[src/hdl/tlppc_defs.svh]
`ifndef TLPPC_DEFS_SVH
`define TLPPC_DEFS_SVH

// Bus geometry
`define TLP_AXI_AW      4
`define TLP_AXI_DW      32

// Register byte addresses
`define TLP_REG_CTRL    4'h0
`define TLP_REG_STATUS  4'h4

// Control register fields
`define TLP_CTRL_FWD    0
`define TLP_CTRL_REW    1

// Status register fields
`define TLP_ST_LP       0
`define TLP_ST_ON       1
`define TLP_ST_LOCAL    2
`define TLP_ST_REMOTE   3
`define TLP_ST_FWDL     4
`define TLP_ST_MFWD     5
`define TLP_ST_MBWD     6
`define TLP_ST_SLOW     7
`define TLP_ST_STATE    10:8

// Responses
`define TLP_RESP_OKAY   2'h0
`define TLP_RESP_SLVERR 2'h2

// Panel switch bank width and positions
`define TLP_NSW         6
`define TLP_SW_FWD      0
`define TLP_SW_DISM     1
`define TLP_SW_LP       2
`define TLP_SW_ON       3
`define TLP_SW_OFF      4
`define TLP_SW_REW      5

// Seek speed in tenths of an inch per second (42.7 ips)
`define TLP_SEEK_TENTHS_IPS 10'h1ab

`endif

[src/hdl/tlppc_pkg.sv]
package tlppc_pkg;
  // Motion states, mutually exclusive by construction
  typedef enum logic [2:0] {
    ST_IDLE   = 3'b000,
    ST_SEEK   = 3'b001,
    ST_REW_IL = 3'b010,
    ST_REW_LP = 3'b011,
    ST_FWD    = 3'b100
  } tlppc_state_t;
endpackage

[src/hdl/tlppc_top.sv]
// Summary of operation
// - Load-point lamp off when marker leaves
// - Forward/dismount at load point moves off marker
// - Lamp off on power-off or column fault
// - Lamp blinks as marker passes while held
// - Load-point press: forward lamp, 42.7 ips seek
// - Seek stops at marker, local to remote
// - Seek aborted by on, off, column fault
// - Press at load point: no motion, go remote
// - Press during interlocked rewind converts it
// - Power-on lamp needs motors, columns, readiness
// - Power-on lamp lights once columns loaded
// - Load-point lamp only with power-on lamp
`timescale 1ns/10ps
`default_nettype none
`include "tlppc_defs.svh"
module tlppc_top
(
  // Clock and reset
  input  wire logic                     sys_clk,
  input  wire logic                     nrst,
  // Operator panel switches, high while pressed
  input  wire logic                     sw_forward,
  input  wire logic                     dismount_switch,
  input  wire logic                     sw_load_point,
  input  wire logic                     sw_power_on,
  input  wire logic                     sw_power_off,
  input  wire logic                     sw_rewind,
  // Transport sensors
  input  wire logic                     marker_det,
  input  wire logic                     col_pulled_out,
  input  wire logic                     col_overrun,
  input  wire logic                     cols_loaded,
  input  wire logic                     reel_motors_run,
  input  wire logic                     vac_motor_run,
  // Panel lamps
  output logic                          lp_lamp_r,
  output logic                          on_lamp_r,
  output logic                          local_lamp_r,
  output logic                          remote_lamp_r,
  output logic                          fwd_lamp_r,
  // Transport motion commands
  output logic                          motion_fwd_r,
  output logic                          motion_bwd_r,
  output logic                          seek_slow_r,
  // AXI4-Lite slave
  input  wire logic [`TLP_AXI_AW-1:0]   s_awaddr,
  input  wire logic                     s_awvalid,
  output logic                          s_awready,
  input  wire logic [`TLP_AXI_DW-1:0]   s_wdata,
  input  wire logic [3:0]               s_wstrb,
  input  wire logic                     s_wvalid,
  output logic                          s_wready,
  output logic [1:0]                    s_bresp,
  output logic                          s_bvalid,
  input  wire logic                     s_bready,
  input  wire logic [`TLP_AXI_AW-1:0]   s_araddr,
  input  wire logic                     s_arvalid,
  output logic                          s_arready,
  output logic [`TLP_AXI_DW-1:0]        s_rdata,
  output logic [1:0]                    s_rresp,
  output logic                          s_rvalid,
  input  wire logic                     s_rready
);
  import tlppc_pkg::*;

  logic [`TLP_NSW-1:0]     sw_raw;         // Raw switch bank
  logic [`TLP_NSW-1:0]     sw_sync;        // Synchronised switch levels
  logic [`TLP_NSW-1:0]     sw_prev_r;      // Last cycle's levels, for edges
  logic [`TLP_NSW-1:0]     sw_press;       // One-cycle press pulses
  tlppc_state_t            state_r;        // Motion state
  tlppc_state_t            state_nxt;
  logic                    powered_r;      // Power-on switch latched
  logic                    on_ok;          // Conditions for power-on lamp
  logic                    col_fault;      // Tape out of range in a column
  logic                    abort;          // Stops any panel-started motion
  logic                    go_remote;      // Local to remote handover
  logic                    seek_start;     // Seek begins this cycle
  logic                    rew_start;      // Interlocked rewind begins
  logic                    prog_fwd_r;     // Controller forward command
  logic                    prog_rew_p;     // Program rewind request pulse
  logic                    aw_got_r;       // Write address held
  logic                    w_got_r;        // Write data held
  logic [`TLP_AXI_AW-1:0]  awaddr_r;
  logic [`TLP_AXI_DW-1:0]  wdata_r;
  logic                    wstrb0_r;
  logic [`TLP_AXI_DW-1:0]  status_w;       // Live status word

  // Switch bank in fixed order
  assign sw_raw = {sw_rewind, sw_power_off, sw_power_on,
                   sw_load_point, dismount_switch, sw_forward};

  tlppc_sync u_sync
  (
    .sys_clk  (sys_clk),
    .nrst     (nrst),
    .raw_in   (sw_raw),
    .sync_out (sw_sync)
  );

  // Edge detector looks only at the second stage
  always_ff @(posedge sys_clk or negedge nrst)
  begin
    if (!nrst)
      sw_prev_r <= '0;
    else
      sw_prev_r <= sw_sync;
  end

  assign sw_press  = sw_sync & ~sw_prev_r;
  assign col_fault = col_pulled_out | col_overrun;

  assign on_ok = powered_r & reel_motors_run & vac_motor_run & cols_loaded & ~col_fault;

  assign abort = sw_press[`TLP_SW_ON] | sw_press[`TLP_SW_OFF] | col_fault;

  // Power latch: on switch arms, off switch disarms
  always_ff @(posedge sys_clk or negedge nrst)
  begin
    if (!nrst)
      powered_r <= 1'b0;
    else if (sw_press[`TLP_SW_OFF])
      powered_r <= 1'b0;
    else if (sw_press[`TLP_SW_ON])
      powered_r <= 1'b1;
  end

  // Motion state decision
  always_comb
  begin
    state_nxt  = state_r;
    go_remote  = 1'b0;
    seek_start = 1'b0;
    rew_start  = 1'b0;
    case (state_r)
      ST_IDLE:
      begin
        if (abort || !on_ok)
          state_nxt = ST_IDLE;
        else if (local_lamp_r && sw_press[`TLP_SW_REW])
        begin
          state_nxt = ST_REW_IL;
          rew_start = 1'b1;
        end
        else if (remote_lamp_r && prog_rew_p)
        begin
          state_nxt = ST_REW_IL;
          rew_start = 1'b1;
        end
        else if (local_lamp_r && sw_press[`TLP_SW_LP])
        begin
          // already at marker, mode change only
          if (marker_det)
            go_remote = 1'b1;
          else
          begin
            state_nxt  = ST_SEEK;
            seek_start = 1'b1;
          end
        end
        // forward or dismount carries tape off marker
        else if (local_lamp_r && (sw_sync[`TLP_SW_FWD] || sw_sync[`TLP_SW_DISM]))
          state_nxt = ST_FWD;
        else if (remote_lamp_r && prog_fwd_r)
          state_nxt = ST_FWD;
      end
      ST_SEEK:
      begin
        if (abort)
          state_nxt = ST_IDLE;
        // halt at marker and go remote
        else if (marker_det)
        begin
          state_nxt = ST_IDLE;
          go_remote = 1'b1;
        end
      end
      ST_REW_IL:
      begin
        if (abort)
          state_nxt = ST_IDLE;
        else if (marker_det)
          state_nxt = ST_IDLE;
        // convert to rewind to load point
        else if (sw_press[`TLP_SW_LP])
          state_nxt = ST_REW_LP;
      end
      ST_REW_LP:
      begin
        if (abort)
          state_nxt = ST_IDLE;
        else if (marker_det)
        begin
          state_nxt = ST_IDLE;
          go_remote = 1'b1;
        end
      end
      ST_FWD:
      begin
        // Held only while the commanding source holds it
        if (abort || !on_ok)
          state_nxt = ST_IDLE;
        else if (local_lamp_r && !(sw_sync[`TLP_SW_FWD] || sw_sync[`TLP_SW_DISM]))
          state_nxt = ST_IDLE;
        else if (remote_lamp_r && !prog_fwd_r)
          state_nxt = ST_IDLE;
      end
      default:
        state_nxt = ST_IDLE;
    endcase
  end

  // one state register, so motions never overlap
  always_ff @(posedge sys_clk or negedge nrst)
  begin
    if (!nrst)
      state_r <= ST_IDLE;
    else
      state_r <= state_nxt;
  end

  // Motion outputs follow the next state so they move with it
  always_ff @(posedge sys_clk or negedge nrst)
  begin
    if (!nrst)
    begin
      motion_fwd_r <= 1'b0;
      motion_bwd_r <= 1'b0;
      seek_slow_r  <= 1'b0;
    end
    else
    begin
      motion_fwd_r <= (state_nxt == ST_SEEK) || (state_nxt == ST_FWD);
      motion_bwd_r <= (state_nxt == ST_REW_IL) || (state_nxt == ST_REW_LP);
      // seek runs at the slow speed
      seek_slow_r  <= (state_nxt == ST_SEEK);
    end
  end

  always_ff @(posedge sys_clk or negedge nrst)
  begin
    if (!nrst)
      on_lamp_r <= 1'b0;
    else
      on_lamp_r <= on_ok;
  end

  // lamp follows marker, gated by power-on
  // dark on off press or fault
  // Fault drops on_ok, so the column case needs no term of its own
  always_ff @(posedge sys_clk or negedge nrst)
  begin
    if (!nrst)
      lp_lamp_r <= 1'b0;
    else
      lp_lamp_r <= on_ok & marker_det & ~sw_press[`TLP_SW_OFF];
  end

  // Mode lamps; off switch leaves only local lit
  always_ff @(posedge sys_clk or negedge nrst)
  begin
    if (!nrst)
    begin
      local_lamp_r  <= 1'b1;
      remote_lamp_r <= 1'b0;
    end
    else if (sw_press[`TLP_SW_OFF] || sw_press[`TLP_SW_ON])
    begin
      local_lamp_r  <= 1'b1;
      remote_lamp_r <= 1'b0;
    end
    else if (go_remote)
    begin
      local_lamp_r  <= 1'b0;
      remote_lamp_r <= 1'b1;
    end
  end

  // Forward lamp: lit by seek or on switch, dark on rewind or off
  always_ff @(posedge sys_clk or negedge nrst)
  begin
    if (!nrst)
      fwd_lamp_r <= 1'b0;
    else if (sw_press[`TLP_SW_OFF] || rew_start)
      fwd_lamp_r <= 1'b0;
    else if (seek_start || sw_press[`TLP_SW_ON])
      fwd_lamp_r <= 1'b1;
  end

  // Status word for software
  always_comb
  begin
    status_w                = '0;
    status_w[`TLP_ST_LP]     = lp_lamp_r;
    status_w[`TLP_ST_ON]     = on_lamp_r;
    status_w[`TLP_ST_LOCAL]  = local_lamp_r;
    status_w[`TLP_ST_REMOTE] = remote_lamp_r;
    status_w[`TLP_ST_FWDL]   = fwd_lamp_r;
    status_w[`TLP_ST_MFWD]   = motion_fwd_r;
    status_w[`TLP_ST_MBWD]   = motion_bwd_r;
    status_w[`TLP_ST_SLOW]   = seek_slow_r;
    status_w[`TLP_ST_STATE]  = state_r;
  end

  // Write channels: address and data caught in either order
  always_ff @(posedge sys_clk or negedge nrst)
  begin
    if (!nrst)
    begin
      aw_got_r  <= 1'b0;
      w_got_r   <= 1'b0;
      awaddr_r  <= '0;
      wdata_r   <= '0;
      wstrb0_r  <= 1'b0;
      s_awready <= 1'b0;
      s_wready  <= 1'b0;
    end
    else
    begin
      // Ready is registered, so one item per channel per response
      s_awready <= !aw_got_r && !(s_awvalid && s_awready) && !s_bvalid;
      s_wready  <= !w_got_r && !(s_wvalid && s_wready) && !s_bvalid;
      if (s_awvalid && s_awready)
      begin
        aw_got_r <= 1'b1;
        awaddr_r <= s_awaddr;
      end
      if (s_wvalid && s_wready)
      begin
        w_got_r  <= 1'b1;
        wdata_r  <= s_wdata;
        wstrb0_r <= s_wstrb[0];
      end
      if (aw_got_r && w_got_r)
      begin
        aw_got_r <= 1'b0;
        w_got_r  <= 1'b0;
      end
    end
  end

  // Write response and control register
  always_ff @(posedge sys_clk or negedge nrst)
  begin
    if (!nrst)
    begin
      s_bvalid   <= 1'b0;
      s_bresp    <= `TLP_RESP_OKAY;
      prog_fwd_r <= 1'b0;
      prog_rew_p <= 1'b0;
    end
    else
    begin
      prog_rew_p <= 1'b0;
      if (s_bvalid && s_bready)
        s_bvalid <= 1'b0;
      if (aw_got_r && w_got_r)
      begin
        s_bvalid <= 1'b1;
        if (awaddr_r == `TLP_REG_CTRL)
        begin
          s_bresp <= `TLP_RESP_OKAY;
          if (wstrb0_r)
          begin
            prog_fwd_r <= wdata_r[`TLP_CTRL_FWD];
            // Rewind bit is a trigger, never stored
            prog_rew_p <= wdata_r[`TLP_CTRL_REW];
          end
        end
        else if (awaddr_r == `TLP_REG_STATUS)
          s_bresp <= `TLP_RESP_OKAY;
        else
          s_bresp <= `TLP_RESP_SLVERR;
      end
    end
  end

  // Read channel: one read in flight, data registered
  always_ff @(posedge sys_clk or negedge nrst)
  begin
    if (!nrst)
    begin
      s_arready <= 1'b0;
      s_rvalid  <= 1'b0;
      s_rdata   <= '0;
      s_rresp   <= `TLP_RESP_OKAY;
    end
    else
    begin
      s_arready <= !s_rvalid && !(s_arvalid && s_arready);
      if (s_rvalid && s_rready)
        s_rvalid <= 1'b0;
      if (s_arvalid && s_arready)
      begin
        s_rvalid <= 1'b1;
        s_rresp  <= `TLP_RESP_OKAY;
        if (s_araddr == `TLP_REG_CTRL)
          s_rdata <= {{(`TLP_AXI_DW-1){1'b0}}, prog_fwd_r};
        else if (s_araddr == `TLP_REG_STATUS)
          s_rdata <= status_w;
        else
        begin
          s_rdata <= '0;
          s_rresp <= `TLP_RESP_SLVERR;
        end
      end
    end
  end
endmodule
`default_nettype wire

[src/hdl/tlppc_sync.sv]
`timescale 1ns/10ps
`default_nettype none
`include "tlppc_defs.svh"
// Two-flop synchroniser bank for the panel switches
module tlppc_sync
(
  // Clock and reset
  input  wire logic                 sys_clk,
  input  wire logic                 nrst,
  // Raw and synchronised levels
  input  wire logic [`TLP_NSW-1:0]  raw_in,
  output logic      [`TLP_NSW-1:0]  sync_out
);
  logic [`TLP_NSW-1:0] meta_r;  // First stage, read only by second stage

  genvar gi;
  generate
    for (gi = 0; gi < `TLP_NSW; gi = gi + 1)
    begin : g_bit
      // One bit of the bank
      always_ff @(posedge sys_clk or negedge nrst)
      begin
        if (!nrst)
        begin
          meta_r[gi]   <= 1'b0;
          sync_out[gi] <= 1'b0;
        end
        else
        begin
          meta_r[gi]   <= raw_in[gi];
          sync_out[gi] <= meta_r[gi];
        end
      end
    end
  endgenerate
endmodule
`default_nettype wire

[config.mk]
export PLATFORM = sky130hd
export DESIGN_NAME = tlppc_top
export DESIGN_NICKNAME = d
export VERILOG_FILES = /design/src/hdl/tlppc_pkg.sv /design/src/hdl/tlppc_top.sv /design/src/hdl/tlppc_sync.sv
export VERILOG_INCLUDE_DIRS = /design/src /design/src/hdl
export SDC_FILE = /design/constraint.sdc
export NUM_CORES = 1
export LEC_CHECK = 0
export BUFFER_PORTS_ARGS = -buffer_cell sky130_fd_sc_hd__buf_2
export CAP_MARGIN = 15
export CORE_MARGIN = 4
export CORE_UTILIZATION = 40
export CTS_BUF_LIST = sky130_fd_sc_hd__clkbuf_4 sky130_fd_sc_hd__clkbuf_8 sky130_fd_sc_hd__clkbuf_16
export DETAILED_ROUTE_END_ITERATION = 10
export GPL_TIMING_DRIVEN = 1
export PLACE_DENSITY = 0.79
export RECOVER_POWER = 100
export SLEW_MARGIN = 20
export SYNTH_ARGS = -nofsm -noshare
export SYNTH_HDL_FRONTEND = slang
export SYNTH_SLANG_ARGS = --single-unit
[constraint.sdc]
create_clock -name sys_clk -period 1.6 [get_ports sys_clk]
set_input_delay 0.24 -clock sys_clk [delete_from_list [all_inputs] [get_ports sys_clk]]
set_output_delay 0.24 -clock sys_clk [all_outputs]
set_load 0.05 [all_outputs]
==> run_results.csv <==
group,metric,value,unit
pwr,power_density,1480,nW/um^2
logic_synthesis,synth_cell_types,40,
layout,final_cell_mix,"56 x dfrtp_1, 28 x buf_2, 24 x clkbuf_1",
worst_setup_path,reg2reg_slack,0.007,ns
placement,place_ws,0.107,ns
placement,place_hpwl,2.99,mm
clock_tree,clockRootBuffer,"clkbuf_8",
logic_synthesis,yosys_warnings,0,
pwr,netSwitchingPower,1.35,mW
worst_setup_path,cp_data_required_time,1.86,ns
worst_setup_path,worstPathMaxFanout,4,
logic_synthesis,synth_edf_count,0,
worst_setup_path,startpoint_type,"register",
pwr,combinationalPowerShare,0.211,
pwr,p_total,4.15,mW
detailed_routing,drt_wl_total,4.09,mm
worst_setup_path,r2r_start,"powered_r",
placement,placed_area,2560,sq um
sta,slew_viol_final,0,
global_routing,met1_usage,0.147,
detailed_routing,vias,1518,
layout,syn2layout_area_growth,23.5,%
die,core,5510,sq um
placement,placed_cells,304,
worst_setup_path,reg2reg_depth,5,
layout,finalNonFillerCells,326,
sta,fin_ws,0.00736,ns
layout,final_layout_size_suffix_gt1_frac,0.260,
worst_setup_path,crit_type,"reg -> reg",
run,max-cap-violations,0,
global_routing,grt_util_met2,0.189,
pwr,power.leakage,1.37,nW
layout,stdcell_area,2800,sq um
global_routing,grt_start_max_net_pins,44,
detailed_routing,first_iter_violations,51,
pwr,peakVddDrop,0.744,mV
die,rows,27,
layout,nets,312,
clock_tree,cts_buffers,9,
logic_synthesis,synth_cells,178,
worst_setup_path,cp.depth,5,
worst_setup_path,crit_path_start,"powered_r",
worst_setup_path,crit_buf_inv,0,
clock_tree,insertion_delay,0.32,ns
placement,portBuffers,55,
detailed_routing,ant_nets,0,
logic_synthesis,synth_top_flop_cell,"dfrtp_1",
clock_tree,cts.clk_slew.worst_paths,0.07,ns
layout,num_antenna_cells,0,
run_status,status,"completed",
worst_setup_path,cp.arrival,1.86,ns
logic_synthesis,netlist_area,2270,sq um
logic_synthesis,ys_seq_area_frac,0.629,
logic_synthesis,synth.area.top_cells,"dfrtp_1 62%, buf_4 7.6%, mux2_2 4.5%, a22o_1 4.2%, nand2_1 2.3%",
worst_setup_path,cp-end-kind,"register",
detailed_routing,wl_per_cell,12.6,microns
clock_tree,cts_tree,"done",
sta,rsz0062_at_grt,"yes",
global_routing,grt_use_total,0.126,
logic_synthesis,synth.top_cell.area_share,0.617,
sta,period_minus_slack,1.59,ns
worst_setup_path,r2r_end,"local_lamp_r",
global_routing,grt-busiest-layer,"met2",
global_routing,grt_pass1_wl,7.01,mm
detailed_routing,first_pass_iters,4,
die,die_h,83.3,microns
sta,setup_viol,0,
min_path,hold_path.startpoint,"sw_forward",
detailed_routing,drcViolationCount,0,
global_routing,antenna_found_initial,0,
pwr,power_frac_clock,0.349,
sta,max_slew_margin,0.486,
sta,finalHoldWorstSlack,0.0273,ns
die,chipWidth,83.3,microns
detailed_routing,vias_per_cell,4.66,
clock_tree,ctsLongestPathBuffers,2,
placement,gp_congestion,0.923,
sta,worst_pin_slew,0.770,ns
worst_setup_path,critPathTopFamily,"simple AND/OR/NAND/NOR gates",
clock_tree,htree_levels,3,
min_path,hold_path.class,"in -> reg",
sta,finalSetupTns,0,ns
clock_tree,cts_sinks,57,
die,io_pins,112,
worst_setup_path,critPathCapture,"local_lamp_r",
sta,finalCritPeriodShare,0.995,
logic_synthesis,synth_area_per_cell,12.8,sq um
logic_synthesis,synth_seq_cells,57,
pwr,intPower,2.80,mW
global_routing,use_met3,0.0546,
pwr,sw_frac_of_total,0.325,
global_routing,grt_overflow,0,
layout,utilization,0.509,
sta,final.setup_skew,0.00772,ns
clock_tree,post-cts-setup-buffer-count,0,
sta,finalHoldViolCount,0,
die,start_util,0.412,
die,dieArea,6950,sq um
sta,max_freq,628,MHz
logic_synthesis,synth_area_leader_cell,"dfrtp_1",
layout,final_common_cell,"dfrtp_1",
worst_setup_path,cp_slowest_cell,"or3_1",
pwr,sequentialPowerShare,0.440,
worst_setup_path,max_stage_delay,0.39,ns
global_routing,grt_pass1_vias,1569,
worst_setup_path,worstPathCellList,"nand4_1 -> or3_1 -> nor4_1 -> o21ai_1 -> a21o_1",
logic_synthesis,synthArstFlopShare,1.00,
clock_tree,cts_resized,0,
==> worst reg2reg max path, delay by kind of cell, from the launching register on <==
| kind | cells | cell delay (ns) |
|---|---|---|
| AOI/OAI and AO/OA | 2 | 0.36 |
| DFF | 1 | 0.35 |
| and+or+nand+nor | 3 | 0.82 |
==> kinds of logic after synthesis <==
group           count (synthesis)  share of synthesized area
flops                          57                      0.629
mux                            11                     0.0534
other cells                     1                    0.00165
buf+inv                        34                     0.0948
simple gates                   44                      0.120
compound gates                 31                      0.102
==> flip-flops by register name, indices dropped and copies added (netlist names), 2 cells and up <==
name and count:
awaddr_r 4, u_sync.sync_out 6, u_sync.meta_r 6, sw_prev_r 4, wdata_r 2, s_rdata 11
state_r 3
==> power groups by stage <==
stage               combinational (mW)  sequential (mW)  clock (mW)
global route                     0.939             1.86        1.55
CTS                              0.903             1.83        1.49
floorplan                        0.442             2.11           0
detailed placement               0.895             1.85           0
finish                           0.874             1.83        1.45
global placement                 0.877             1.84           0
==> how the worst min path moves through the flow <==
stage / depth (start not counted) / to / slack (ns)
after detailed placement: 1 / s_rdata[5] / 0.16
after CTS: 1 / u_sync.meta_r[2] / 0.0006
after global routing: 1 / u_sync.meta_r[0] / -0.003
after global placement: 1 / s_rdata[5] / 0.16
final: 1 / u_sync.meta_r[0] / 0.03
after floorplan: 0 / aw_got_r / -0.06
==> routing by layer <==
layer  vias to the layer above  wire length [microns]
met5                         -                      0
met4                         0                     87
met3                        12                    410
met2                        64                   1930
met1                       722                   1670
li1                        720                      -
==> synthesized netlist by cell type (2+ instances only) <==
cell type / instances
dfrtp_1: 56
buf_4: 23
nand2_1: 14
a22o_1: 11
inv_1: 9
mux2_2: 9
nor3_1: 7
o21ai_0: 7
nor2_1: 4
a211oi_1: 3
a21oi_1: 3
and2_1: 2
mux2i_1: 2
nand2b_4: 2
==> what timing repair did <==
action / 4_1_cts / 5_1_grt
endpoints found under the hold margin: 16 / 3
setup endpoints to repair: 0 / 4
hold buffers: 3 / 3
==> cell type report <==
type | count | area, sq um
multi-input combinational | 109 | 711
clock inverter | 7 | 93.8
inverter | 9 | 33.8
clock buffer | 9 | 124
timing repair buffer | 63 | 324
fill | 493 | 2700
sequential | 57 | 1430
tap | 72 | 90.1
Power figures use the tool's default switching activity.
